$ cat src/hdl/cpidu_defs.vh
// Purpose: Constants for the configuration port index/data unit
// Assumes: 8-bit ISA-style I/O data, 16-bit I/O address
// Notes:   Offsets are configuration register indices
`ifndef CPIDU_DEFS_VH
`define CPIDU_DEFS_VH

// ----------------------------------------
// Keys and port addresses
// ----------------------------------------
`define CPIDU_KEY_ENTER      8'h55
`define CPIDU_KEY_EXIT       8'haa
`define CPIDU_PORT_LO_STRAP0 8'hf0
`define CPIDU_PORT_LO_STRAP1 8'h70
`define CPIDU_PORT_HI_RST    8'h03
`define CPIDU_DATA_STEP      16'h0001

// ----------------------------------------
// Global register indices
// ----------------------------------------
`define CPIDU_IDX_CONFIG_CONTROL   8'h02
`define CPIDU_IDX_INDEX_ADDRESS    8'h03
`define CPIDU_IDX_LDEV_SELECT      8'h07
`define CPIDU_IDX_DEV_ID           8'h20
`define CPIDU_IDX_DEV_REV          8'h21
`define CPIDU_IDX_POWER_CONTROL    8'h22
`define CPIDU_IDX_POWER_MGMT       8'h23
`define CPIDU_IDX_OSC_CONTROL      8'h24
`define CPIDU_IDX_PORT_BASE_LOW    8'h26
`define CPIDU_IDX_PORT_BASE_HIGH   8'h27
`define CPIDU_IDX_TEST_FOUR        8'h2b
`define CPIDU_IDX_TEST_FIVE        8'h2c
`define CPIDU_IDX_TEST_ONE         8'h2d
`define CPIDU_IDX_TEST_TWO         8'h2e
`define CPIDU_IDX_TEST_THREE       8'h2f

// ----------------------------------------
// Floppy logical device indices
// ----------------------------------------
`define CPIDU_LDEV_FLOPPY          8'h00
`define CPIDU_IDX_FLP_ACTIVATE     8'h30
`define CPIDU_IDX_FLP_BASE_HIGH    8'h60
`define CPIDU_IDX_FLP_BASE_LOW     8'h61
`define CPIDU_IDX_FLP_IRQ          8'h70
`define CPIDU_IDX_FLP_DMA          8'h74
`define CPIDU_IDX_FLP_MODE         8'hf0
`define CPIDU_IDX_FLP_OPTION       8'hf1
`define CPIDU_IDX_FLP_TYPE         8'hf2
`define CPIDU_IDX_FLP_DRIVE0       8'hf4
`define CPIDU_IDX_FLP_DRIVE1       8'hf5

// ----------------------------------------
// Reset values and fields
// ----------------------------------------
`define CPIDU_RST_INDEX_ADDRESS 8'h03
`define CPIDU_RST_OSC           8'h04
`define CPIDU_RST_ZERO          8'h00
`define CPIDU_RST_FLP_BASE_HIGH 8'h03
`define CPIDU_RST_FLP_BASE_LOW  8'hf0
`define CPIDU_RST_FLP_IRQ       8'h06
`define CPIDU_RST_FLP_DMA       8'h02
`define CPIDU_RST_FLP_MODE      8'h0e
`define CPIDU_RST_FLP_TYPE      8'hff
`define CPIDU_SOFT_RESET_BIT    0

// ----------------------------------------
// Timing
// ----------------------------------------
`define CPIDU_CLK_PERIOD_NS     50
`define CPIDU_BLOCK_TIME_US     500
`define CPIDU_BLOCK_CYCLES      ((`CPIDU_BLOCK_TIME_US * 1000) / `CPIDU_CLK_PERIOD_NS)

`endif

$ cat src/hdl/cpidu_top.v
// Purpose: Configuration port, index/data access and global plus floppy registers
// Assumes: One-cycle io_wr_i/io_rd_i strobes synchronous to sys_clk_i
// Notes:   Read data is registered; valid one cycle after the read strobe
//
// How it works
// - Hard reset or main power-on reset leaves run state, all devices disabled.
// - Index and data ports act only in configuration state.
// - Strap is sampled at hard reset release or main power-on reset.
// - Strap low decodes the port at 0x03f0, high at 0x0370.
// - Port base comes from the two base registers, software may relocate it.
// - Every address decode is qualified by AEN; DMA cycles are ignored.
// - Writing 0x55 to the configuration port enters configuration state.
// - Writing 0xaa to the configuration port returns to run state.
// - Index port sits at the base, data port at base plus one.
// - Index 0x07 selects a logical device; later accesses route to it.
// - Global indices decode regardless of the selected logical device.
// - Only run and configuration states; run accepts the enter key once the power-on hold-off ends.
// - Writing one to bit 0 of index 0x02 soft-resets 0x07, 0x22 and floppy 0x30, 0x60, 0x61, 0x70, 0x74.
// - All host accesses are ignored for 500 us after main power-on reset.
// - Each register loads its value per reset type, else keeps contents.
// - Port base loads 0xf0/0x70 and 0x03 on hard or main reset only.
// - Identification and revision at 0x20 and 0x21 are hard wired.
// - Floppy base registers 0x60/0x61 reset to 0x03/0xf0 on every reset.
`include "cpidu_defs.vh"
`timescale 1ns/10ps
`default_nettype none

module cpidu_top #(
  parameter [7:0]  DEV_ID       = 8'h5a,   // Arbitrary value
  parameter [7:0]  DEV_REV      = 8'h01,   // Arbitrary value
  parameter [31:0] BLOCK_CYCLES = `CPIDU_BLOCK_CYCLES
) (
  // Clock and resets
  input  wire        sys_clk_i,
  input  wire        sys_rst_i,
  input  wire        main_por_i,
  input  wire        standby_por_i,
  // Board strap
  input  wire        addr_strap_i,
  // Host I/O bus
  input  wire [15:0] io_addr_i,
  input  wire [7:0]  io_wdata_i,
  input  wire        io_wr_i,
  input  wire        io_rd_i,
  input  wire        aen_i,
  output reg  [7:0]  io_rdata_o,
  output reg         io_rdata_oe_o,
  // Status and floppy configuration
  output reg         config_mode_o,
  output reg         floppy_active_o,
  output reg  [15:0] floppy_base_o
);

  // ----------------------------------------
  // States
  // ----------------------------------------
  localparam ST_RUN    = 1'b0;
  localparam ST_CONFIG = 1'b1;

  // Index to one-hot-free lookup used by the floppy write path
  function is_floppy_idx;
    input [7:0] idx;
    begin
      case (idx)
        `CPIDU_IDX_FLP_ACTIVATE, `CPIDU_IDX_FLP_BASE_HIGH, `CPIDU_IDX_FLP_BASE_LOW,
        `CPIDU_IDX_FLP_IRQ, `CPIDU_IDX_FLP_DMA, `CPIDU_IDX_FLP_MODE,
        `CPIDU_IDX_FLP_OPTION, `CPIDU_IDX_FLP_TYPE, `CPIDU_IDX_FLP_DRIVE0,
        `CPIDU_IDX_FLP_DRIVE1: is_floppy_idx = 1'b1;
        default: is_floppy_idx = 1'b0;
      endcase
    end
  endfunction

  reg        state;
  // No strap copy is kept: the base registers take the pin on their load edge
  reg        strap_pend;
  reg [31:0] block_cnt;
  reg [7:0]  index_reg;
  reg [7:0]  index_address;
  reg [7:0]  ldev_select;
  reg [7:0]  power_control;
  reg [7:0]  power_mgmt;
  reg [7:0]  osc_control;
  reg [7:0]  port_base_low;
  reg [7:0]  port_base_high;
  reg [7:0]  test_four;
  reg [7:0]  test_five;
  reg [7:0]  test_one;
  reg [7:0]  test_two;
  reg [7:0]  test_three;
  reg [7:0]  flp_activate;
  reg [7:0]  flp_base_high;
  reg [7:0]  flp_base_low;
  reg [7:0]  flp_irq;
  reg [7:0]  flp_dma;
  reg [7:0]  flp_mode;
  reg [7:0]  flp_option;
  reg [7:0]  flp_type;
  reg [7:0]  flp_drive0;
  reg [7:0]  flp_drive1;
  reg [7:0]  next_rdata;

  // ----------------------------------------
  // Address decode
  // ----------------------------------------
  wire [15:0] port_base = {port_base_high, port_base_low};
  wire        bus_open  = (block_cnt == 32'h0000_0000) & ~main_por_i;
  wire        hit_cfg   = bus_open & ~aen_i & (io_addr_i == port_base);
  wire        hit_data  = bus_open & ~aen_i & (io_addr_i == port_base + `CPIDU_DATA_STEP);
  wire        in_cfg    = (state == ST_CONFIG);
  wire        wr_index  = io_wr_i & hit_cfg & in_cfg;
  wire        wr_data   = io_wr_i & hit_data & in_cfg;
  wire        rd_index  = io_rd_i & hit_cfg & in_cfg;
  wire        rd_data   = io_rd_i & hit_data & in_cfg;
  // Floppy registers only answer when device zero is selected
  wire        flp_sel   = (ldev_select == `CPIDU_LDEV_FLOPPY);
  wire        flp_wr    = wr_data & flp_sel & is_floppy_idx(index_reg);
  wire        soft_rst  = wr_data & (index_reg == `CPIDU_IDX_CONFIG_CONTROL) &
                          io_wdata_i[`CPIDU_SOFT_RESET_BIT];
  wire        hard_rst  = sys_rst_i | main_por_i;

  // ----------------------------------------
  // Power-on access blanking
  // ----------------------------------------
  // Counter reloads while main power-on reset is held, so blanking starts at its release
  // Hard reset leaves it alone: the pin is often held across power-on release,
  // and clearing the count there would cut the hold-off short
  always @(posedge sys_clk_i) begin
    if (main_por_i) begin
      block_cnt <= BLOCK_CYCLES;
    end else if (block_cnt != 32'h0000_0000) begin
      block_cnt <= block_cnt - 32'h0000_0001;
    end
  end

  // ----------------------------------------
  // Strap capture
  // ----------------------------------------
  // Pin cannot load under async reset, so capture on the first clock after release
  always @(posedge sys_clk_i or posedge sys_rst_i) begin
    if (sys_rst_i) begin
      strap_pend <= 1'b1;
    end else begin
      strap_pend <= 1'b0;
    end
  end

  // ----------------------------------------
  // Run / configuration state
  // ----------------------------------------
  always @(posedge sys_clk_i or posedge sys_rst_i) begin
    if (sys_rst_i) begin
      state <= ST_RUN;
    end else if (main_por_i) begin
      state <= ST_RUN;
    end else if (io_wr_i & hit_cfg) begin
      case (state)
        ST_RUN: begin
          if (io_wdata_i == `CPIDU_KEY_ENTER) begin
            state <= ST_CONFIG;
          end
        end
        ST_CONFIG: begin
          if (io_wdata_i == `CPIDU_KEY_EXIT) begin
            state <= ST_RUN;
          end
        end
        default: state <= ST_RUN;
      endcase
    end
  end

  // ----------------------------------------
  // Index register
  // ----------------------------------------
  // The exit key also lands here; harmless since the index is not used in run state
  always @(posedge sys_clk_i or posedge sys_rst_i) begin
    if (sys_rst_i) begin
      index_reg <= 8'h00;
    end else if (wr_index) begin
      index_reg <= io_wdata_i;
    end
  end

  // ----------------------------------------
  // Port base registers
  // ----------------------------------------
  // Strap pin is sampled here on the first clock after hard reset release,
  // or while main power-on reset is held; later relocation overrides it
  always @(posedge sys_clk_i or posedge sys_rst_i) begin
    if (sys_rst_i) begin
      port_base_low  <= `CPIDU_PORT_LO_STRAP0;
      port_base_high <= `CPIDU_PORT_HI_RST;
    end else if (main_por_i | strap_pend) begin
      port_base_low  <= addr_strap_i ? `CPIDU_PORT_LO_STRAP1 : `CPIDU_PORT_LO_STRAP0;
      port_base_high <= `CPIDU_PORT_HI_RST;
    end else if (wr_data & (index_reg == `CPIDU_IDX_PORT_BASE_LOW)) begin
      port_base_low  <= io_wdata_i;
    end else if (wr_data & (index_reg == `CPIDU_IDX_PORT_BASE_HIGH)) begin
      port_base_high <= io_wdata_i;
    end
  end

  // ----------------------------------------
  // Global registers
  // ----------------------------------------
  always @(posedge sys_clk_i or posedge sys_rst_i) begin
    if (sys_rst_i) begin
      index_address <= `CPIDU_RST_INDEX_ADDRESS;
      ldev_select   <= `CPIDU_RST_ZERO;
      power_control <= `CPIDU_RST_ZERO;
      power_mgmt    <= `CPIDU_RST_ZERO;
      osc_control   <= `CPIDU_RST_OSC;
    end else if (main_por_i | standby_por_i) begin
      index_address <= `CPIDU_RST_INDEX_ADDRESS;
      ldev_select   <= `CPIDU_RST_ZERO;
      power_control <= `CPIDU_RST_ZERO;
      power_mgmt    <= `CPIDU_RST_ZERO;
      osc_control   <= `CPIDU_RST_OSC;
    end else if (soft_rst) begin
      ldev_select   <= `CPIDU_RST_ZERO;
      power_control <= `CPIDU_RST_ZERO;
    end else if (wr_data) begin
      case (index_reg)
        `CPIDU_IDX_INDEX_ADDRESS: index_address <= io_wdata_i;
        `CPIDU_IDX_LDEV_SELECT:   ldev_select   <= io_wdata_i;
        `CPIDU_IDX_POWER_CONTROL: power_control <= io_wdata_i;
        `CPIDU_IDX_POWER_MGMT:    power_mgmt    <= io_wdata_i;
        `CPIDU_IDX_OSC_CONTROL:   osc_control   <= io_wdata_i;
        default: ;
      endcase
    end
  end

  // ----------------------------------------
  // Test registers
  // ----------------------------------------
  // No value on hard reset: only power-on resets touch them
  always @(posedge sys_clk_i) begin
    if (main_por_i | standby_por_i) begin
      test_four  <= `CPIDU_RST_ZERO;
      test_five  <= `CPIDU_RST_ZERO;
      test_one   <= `CPIDU_RST_ZERO;
      test_two   <= `CPIDU_RST_ZERO;
      test_three <= `CPIDU_RST_ZERO;
    end else if (wr_data & ~sys_rst_i) begin
      case (index_reg)
        `CPIDU_IDX_TEST_FOUR:  test_four  <= io_wdata_i;
        `CPIDU_IDX_TEST_FIVE:  test_five  <= io_wdata_i;
        `CPIDU_IDX_TEST_ONE:   test_one   <= io_wdata_i;
        `CPIDU_IDX_TEST_TWO:   test_two   <= io_wdata_i;
        `CPIDU_IDX_TEST_THREE: test_three <= io_wdata_i;
        default: ;
      endcase
    end
  end

  // ----------------------------------------
  // Floppy logical device registers
  // ----------------------------------------
  always @(posedge sys_clk_i or posedge sys_rst_i) begin
    if (sys_rst_i) begin
      flp_activate  <= `CPIDU_RST_ZERO;
      flp_base_high <= `CPIDU_RST_FLP_BASE_HIGH;
      flp_base_low  <= `CPIDU_RST_FLP_BASE_LOW;
      flp_irq       <= `CPIDU_RST_FLP_IRQ;
      flp_dma       <= `CPIDU_RST_FLP_DMA;
      flp_mode      <= `CPIDU_RST_FLP_MODE;
      flp_option    <= `CPIDU_RST_ZERO;
      flp_type      <= `CPIDU_RST_FLP_TYPE;
      flp_drive0    <= `CPIDU_RST_ZERO;
      flp_drive1    <= `CPIDU_RST_ZERO;
    end else if (main_por_i | standby_por_i) begin
      flp_activate  <= `CPIDU_RST_ZERO;
      flp_base_high <= `CPIDU_RST_FLP_BASE_HIGH;
      flp_base_low  <= `CPIDU_RST_FLP_BASE_LOW;
      flp_irq       <= `CPIDU_RST_FLP_IRQ;
      flp_dma       <= `CPIDU_RST_FLP_DMA;
      flp_mode      <= `CPIDU_RST_FLP_MODE;
      flp_option    <= `CPIDU_RST_ZERO;
      flp_type      <= `CPIDU_RST_FLP_TYPE;
      flp_drive0    <= `CPIDU_RST_ZERO;
      flp_drive1    <= `CPIDU_RST_ZERO;
    end else if (soft_rst) begin
      flp_activate  <= `CPIDU_RST_ZERO;
      flp_base_high <= `CPIDU_RST_FLP_BASE_HIGH;
      flp_base_low  <= `CPIDU_RST_FLP_BASE_LOW;
      flp_irq       <= `CPIDU_RST_FLP_IRQ;
      flp_dma       <= `CPIDU_RST_FLP_DMA;
    end else if (flp_wr) begin
      case (index_reg)
        `CPIDU_IDX_FLP_ACTIVATE:  flp_activate  <= io_wdata_i;
        `CPIDU_IDX_FLP_BASE_HIGH: flp_base_high <= io_wdata_i;
        `CPIDU_IDX_FLP_BASE_LOW:  flp_base_low  <= io_wdata_i;
        `CPIDU_IDX_FLP_IRQ:       flp_irq       <= io_wdata_i;
        `CPIDU_IDX_FLP_DMA:       flp_dma       <= io_wdata_i;
        `CPIDU_IDX_FLP_MODE:      flp_mode      <= io_wdata_i;
        `CPIDU_IDX_FLP_OPTION:    flp_option    <= io_wdata_i;
        `CPIDU_IDX_FLP_TYPE:      flp_type      <= io_wdata_i;
        `CPIDU_IDX_FLP_DRIVE0:    flp_drive0    <= io_wdata_i;
        `CPIDU_IDX_FLP_DRIVE1:    flp_drive1    <= io_wdata_i;
        default: ;
      endcase
    end
  end

  // ----------------------------------------
  // Read mux
  // ----------------------------------------
  // Control register is write only and reads back as zero
  always @* begin
    next_rdata = 8'h00;
    if (rd_index) begin
      next_rdata = index_reg;
    end else if (rd_data) begin
      case (index_reg)
        `CPIDU_IDX_INDEX_ADDRESS:  next_rdata = index_address;
        `CPIDU_IDX_LDEV_SELECT:    next_rdata = ldev_select;
        `CPIDU_IDX_DEV_ID:         next_rdata = DEV_ID;
        `CPIDU_IDX_DEV_REV:        next_rdata = DEV_REV;
        `CPIDU_IDX_POWER_CONTROL:  next_rdata = power_control;
        `CPIDU_IDX_POWER_MGMT:     next_rdata = power_mgmt;
        `CPIDU_IDX_OSC_CONTROL:    next_rdata = osc_control;
        `CPIDU_IDX_PORT_BASE_LOW:  next_rdata = port_base_low;
        `CPIDU_IDX_PORT_BASE_HIGH: next_rdata = port_base_high;
        `CPIDU_IDX_TEST_FOUR:      next_rdata = test_four;
        `CPIDU_IDX_TEST_FIVE:      next_rdata = test_five;
        `CPIDU_IDX_TEST_ONE:       next_rdata = test_one;
        `CPIDU_IDX_TEST_TWO:       next_rdata = test_two;
        `CPIDU_IDX_TEST_THREE:     next_rdata = test_three;
        `CPIDU_IDX_FLP_ACTIVATE:   next_rdata = flp_sel ? flp_activate  : 8'h00;
        `CPIDU_IDX_FLP_BASE_HIGH:  next_rdata = flp_sel ? flp_base_high : 8'h00;
        `CPIDU_IDX_FLP_BASE_LOW:   next_rdata = flp_sel ? flp_base_low  : 8'h00;
        `CPIDU_IDX_FLP_IRQ:        next_rdata = flp_sel ? flp_irq       : 8'h00;
        `CPIDU_IDX_FLP_DMA:        next_rdata = flp_sel ? flp_dma       : 8'h00;
        `CPIDU_IDX_FLP_MODE:       next_rdata = flp_sel ? flp_mode      : 8'h00;
        `CPIDU_IDX_FLP_OPTION:     next_rdata = flp_sel ? flp_option    : 8'h00;
        `CPIDU_IDX_FLP_TYPE:       next_rdata = flp_sel ? flp_type      : 8'h00;
        `CPIDU_IDX_FLP_DRIVE0:     next_rdata = flp_sel ? flp_drive0    : 8'h00;
        `CPIDU_IDX_FLP_DRIVE1:     next_rdata = flp_sel ? flp_drive1    : 8'h00;
        default:                   next_rdata = 8'h00;
      endcase
    end
  end

  // ----------------------------------------
  // Registered outputs
  // ----------------------------------------
  always @(posedge sys_clk_i or posedge sys_rst_i) begin
    if (sys_rst_i) begin
      io_rdata_o      <= 8'h00;
      io_rdata_oe_o   <= 1'b0;
      config_mode_o   <= 1'b0;
      floppy_active_o <= 1'b0;
      floppy_base_o   <= 16'h0000;
    end else begin
      io_rdata_o      <= next_rdata;
      io_rdata_oe_o   <= rd_index | rd_data;
      config_mode_o   <= (state == ST_CONFIG) & ~hard_rst;
      floppy_active_o <= flp_activate[0];
      floppy_base_o   <= {flp_base_high, flp_base_low};
    end
  end

endmodule // cpidu_top

`default_nettype wire

$ cat config.mk
export PLATFORM = sky130hd
export DESIGN_NAME = cpidu_top
export DESIGN_NICKNAME = d
export VERILOG_FILES = /design/src/hdl/cpidu_top.v
export VERILOG_INCLUDE_DIRS = /design/src /design/src/hdl
export SDC_FILE = /design/constraint.sdc
export NUM_CORES = 1
export LEC_CHECK = 0
export BUFFER_PORTS_ARGS = -buffer_cell sky130_fd_sc_hd__buf_2
export CAP_MARGIN = 20
export CORE_ASPECT_RATIO = 2
export CORE_UTILIZATION = 55
export CTS_BUF_LIST = sky130_fd_sc_hd__clkbuf_8
export DETAILED_ROUTE_END_ITERATION = 16
export PLACE_DENSITY = 0.84
export SLEW_MARGIN = 20
export SYNTH_ARGS = -nofsm -noshare
export SYNTH_HDL_FRONTEND = slang
export SYNTH_SLANG_ARGS = --single-unit
export TNS_END_PERCENT = 30
$ cat constraint.sdc
create_clock -name sys_clk_i -period 3.7 [get_ports sys_clk_i]
set_input_delay 0.74 -clock sys_clk_i [delete_from_list [all_inputs] [get_ports sys_clk_i]]
set_output_delay 0.74 -clock sys_clk_i [all_outputs]
set_load 0.01 [all_outputs]
==> out/results.env <==
GRT_MAX_DEGREE=75
SYN_TO_FINAL_GROWTH_PCT=12.2
CRITPATHKIND='reg2reg'
YS.WARNINGS.COUNT=0
ACHIEVABLE-FREQUENCY_GHz=0.279
SEQ_AREA_FRAC_SYNTH_PCT=46.5
POSTCTSRESIZEDCELLS=0
WORST_SLEW_MARGIN_REL_PCT=39.9
DRIVE_GT1_SHARE_PCT=19.0
FP.DIEAREA_UM2=23400
POST_SYNTH_MAIN_AREA_CONTRIBUTORS='dfrtp_1, dfxtp_1, mux2i_1'
TIMING.CRITICAL_PATH.ARRIVAL_PS=3980
REGMOSTFLOPS='block_cnt'
ROUTED_WL_MM=41.3
SYNTH_ENABLE_FLOP_CELLS=0
CTS_MAX_LEVEL=2
PLACEABLECOREAREA_UM2=22200
GLOBAL_ROUTE_WIRE_LENGTH_BEFORE_REPAIR_MM=63.9
NUMBER_OF_PINS_WITH_NEGATIVE_MAX_SLEW_SLACK_IN_THE_FINAL_REPORT=0
NETLIST_TOP_CELLS_COUNT='nand2_1, dfrtp_1, mux2i_1, clkbuf_1, nor2_1'
NUMBER_OF_DISTINCT_LIBRARY_CELLS_AFTER_SYNTHESIS=80
WORST-R2R-CELL-COUNT=7
CLASS_OF_THE_TIGHTEST_HOLD_OR_REMOVAL_CHECK='in2reg'
LAYOUTNONFILLERINSTCOUNT=1624
P_PER_AREA_nW_PER_UM2=380
SETUP.WORST_PATH.END_CLASS='flop'
POSTSYNTHREGISTERBITS=245
CTS.ROOT.BUFFER_CELL='clkbuf_8'
VIA_COUNT_OF_THE_FIRST_GLOBAL_ROUTING_PASS=11125
FINISH_STAGE_SETUP_VIOLS=0
FINALWORSTPATHREQUIREDPERIOD_PS=3590
FLOORPLAN.DIE.HEIGHT_UM=215
REQ_TIME_CRIT_PATH_PS=4090
TIMING.FINAL.CRIT_SHARE_PCT=97.0
PLACE.PORT_BUFFERS=58
HPWLAFTERDP_MM=29.2
FP.DIEW_UM=109
NETLIST_INSTANCES=1263
HOLD_VIOL=0
POSTSYNTHNETCOUNT=1298
CLOCK_PATH_BUFFERS=3
ROUTE.DETAILED.VIAS_PER_INST=6.82
PRE_CTS_WS_PS=299
NUMPLACEDINSTANCES=1559
AVGSYNTHCELLAREA_UM2=9.90
CLK_TRANSITION_REPORTED_PATHS_PS=70
FIN_WS_PS=110
FILLCELLCOUNT=1779
ROUTE.VIAS.TOTAL=11073
MIN_FROM='addr_strap_i'
DRC_ERRORS=0
GLOBALROUTEOVERFLOWTOTAL=0
REGTOREGSTARTPOINT='port_base_low[4]'
P_LEAK_nW=6.23
DETAILEDROUTE.FIRSTITERATIONVIOLATIONS=1351
DRT_PASS1_ITERATIONS=6
FINISH.NET_COUNT=1356
CRITICAL_PATH.MAX_FANOUT=10
ASYNCSETRESETFLOPFRACSYNTH_PCT=70.6
CTS-BUFFERS-INSERTED=36
LARGEST_REG_FLOPS=32
MULTIINPUTGATEAREA_UM2=6270
INITIAL_CORE_UTIL_PCT=56.4
PLACEMENT.CELL_AREA_UM2=13300
SYNTH_AREA_UM2=12500
OUTCOME='finished, final reports clean'
CTS_TREE='yes'
WORST_HOLD_PATH.NUM_CELLS=2
CTS_SETUP_BUFFERS=0
REGAREA_UM2=5810
GPL.FINAL_WEIGHTED_CONGESTION=1.06
CLOCK_LATENCY_PS=560
VDD.IR_DROP.WORST_V=0.000381
ROUTE.ANTENNA.REMAINING_NETS=0
OVERALL_POWER_OF_THE_COMPLETED_LAYOUT_W=0.00533
TIMING.HOLD.WORST_ENDPOINT='port_base_low[7]'
FP-ROW-COUNT=77
MOST_COMMON_CELL_IN_THE_SYNTHESIZED_NETLIST='nand2_1'
GRT_ANTENNA_BEFORE_REPAIR=0
SYNTH_TOP_AREA_SHARE_PCT=28.6
SYNTH_TOP_FLOP_CELL='dfrtp_1'
GR-USAGE-ALL-LAYERS_PCT=36.5
TOP_FLOP_REGS='block_cnt: 32 flops, floppy_base_o: 16 flops'
TOTAL_CLOCK_SINKS=245
IO-PIN-COUNT=59
FINAL.SETUP_SKEW_PS=28.4
DRT-WIRELENGTH-PER-CELL_UM=25.5
SETUP_TNS_PS=0
FIN_AREA_UM2=14000
RSZ0062_AT_GRT='false'
CRITICAL_PATH.REG2REG.ENDPOINT='test_one[1]'
ANTENNA-DIODE-COUNT=0
CRIT_PATH_START_KIND='flop'
POST-SYNTH-TOP-AREA-CELL='dfrtp_1'
CTSHOLDBUFFERS=0
MAXCAPVIOLCOUNT=0
TIMING_WORST_SLEW_PIN_VALUE_PS=901
R2R_SLACK_PS=110
## cell families (layout without fill, tap and decap cells)
group	count (synthesis)	count (layout)	synth area share, %
simple gates	479	479	20.7
flops	245	245	46.5
compound gates	243	243	14.2
mux	131	131	11.2
buf+inv	111	196	3.64
xor+xnor	50	50	3.50
fa+ha+maj	3	3	0.300
other cells	1	1	0.0300
## power breakdown
| group | internal, W | switching [W] |
|---|---|---|
| Clock | 0.00125 | 0.00108 |
| Combinational | 0.0000823 | 0.000214 |
| Sequential | 0.00269 | 0.0000245 |
| Total | 0.00402 | 0.00131 |
## area by class of cell
| class | count | share of cell area [%] |
|---|---|---|
| flip-flops and latches | 245 | 41.4 |
| clock buffers | 42 | 4.12 |
| repair buffers | 122 | 5.68 |
| multi-input cells | 907 | 44.8 |
| well taps | 276 | 2.46 |
| clock inverters | 23 | 1.26 |
| inverters | 9 | 0.277 |
## critical path: stages, from the launching register on
cell and delay, ps:
dfstp_2 670, nand4_4 190, nor4_1 710, xnor2_1 260, o311a_1 390, nand4_2 190, or4_1 820, mux2i_1 210
## routing by layer
layer | wire (um) | global-route usage (%) | vias up
li1 | - | - | 4802
met3 | 3050 | 6.07 | 224
met1 | 14000 | 39.7 | 5453
met5 | 0 | 0 | -
met4 | 3780 | 29.6 | 0
met2 | 20500 | 60.9 | 594
## through the flow
stage / hold slack (ps) / utilization [%]
global placement: 400 / 59.8
floorplan: 374 / -
CTS: 329 / 63.2
detailed placement: 404 / 59.8
finish: 339 / 63.3
global route: 338 / 63.3
## how the worst max path moves through the flow
stage	from	to	cells after the start
5_1_grt	block_cnt[8]	test_one[7]	7
3_3_place_gp	io_addr_i[8]	test_one[1]	8
4_1_cts	port_base_low[0]	test_one[1]	8
6_report	port_base_low[4]	test_one[1]	7
2_1_floorplan	port_base_high[1]	test_one[6]	9
3_5_place_dp	io_addr_i[8]	test_one[1]	8
## layout by cell type, fill, tap and decap left out, types with 40 or more instances in the layout
cell / instances
a21oi_1: 40
buf_2: 58
buf_4: 62
clkbuf_8: 42
dfrtp_1: 143
dfxtp_1: 72
mux2i_1: 109
nand2_1: 153
nand4_1: 42
nor2_1: 76
No activity file was read; power rests on OpenSTA's default activity.
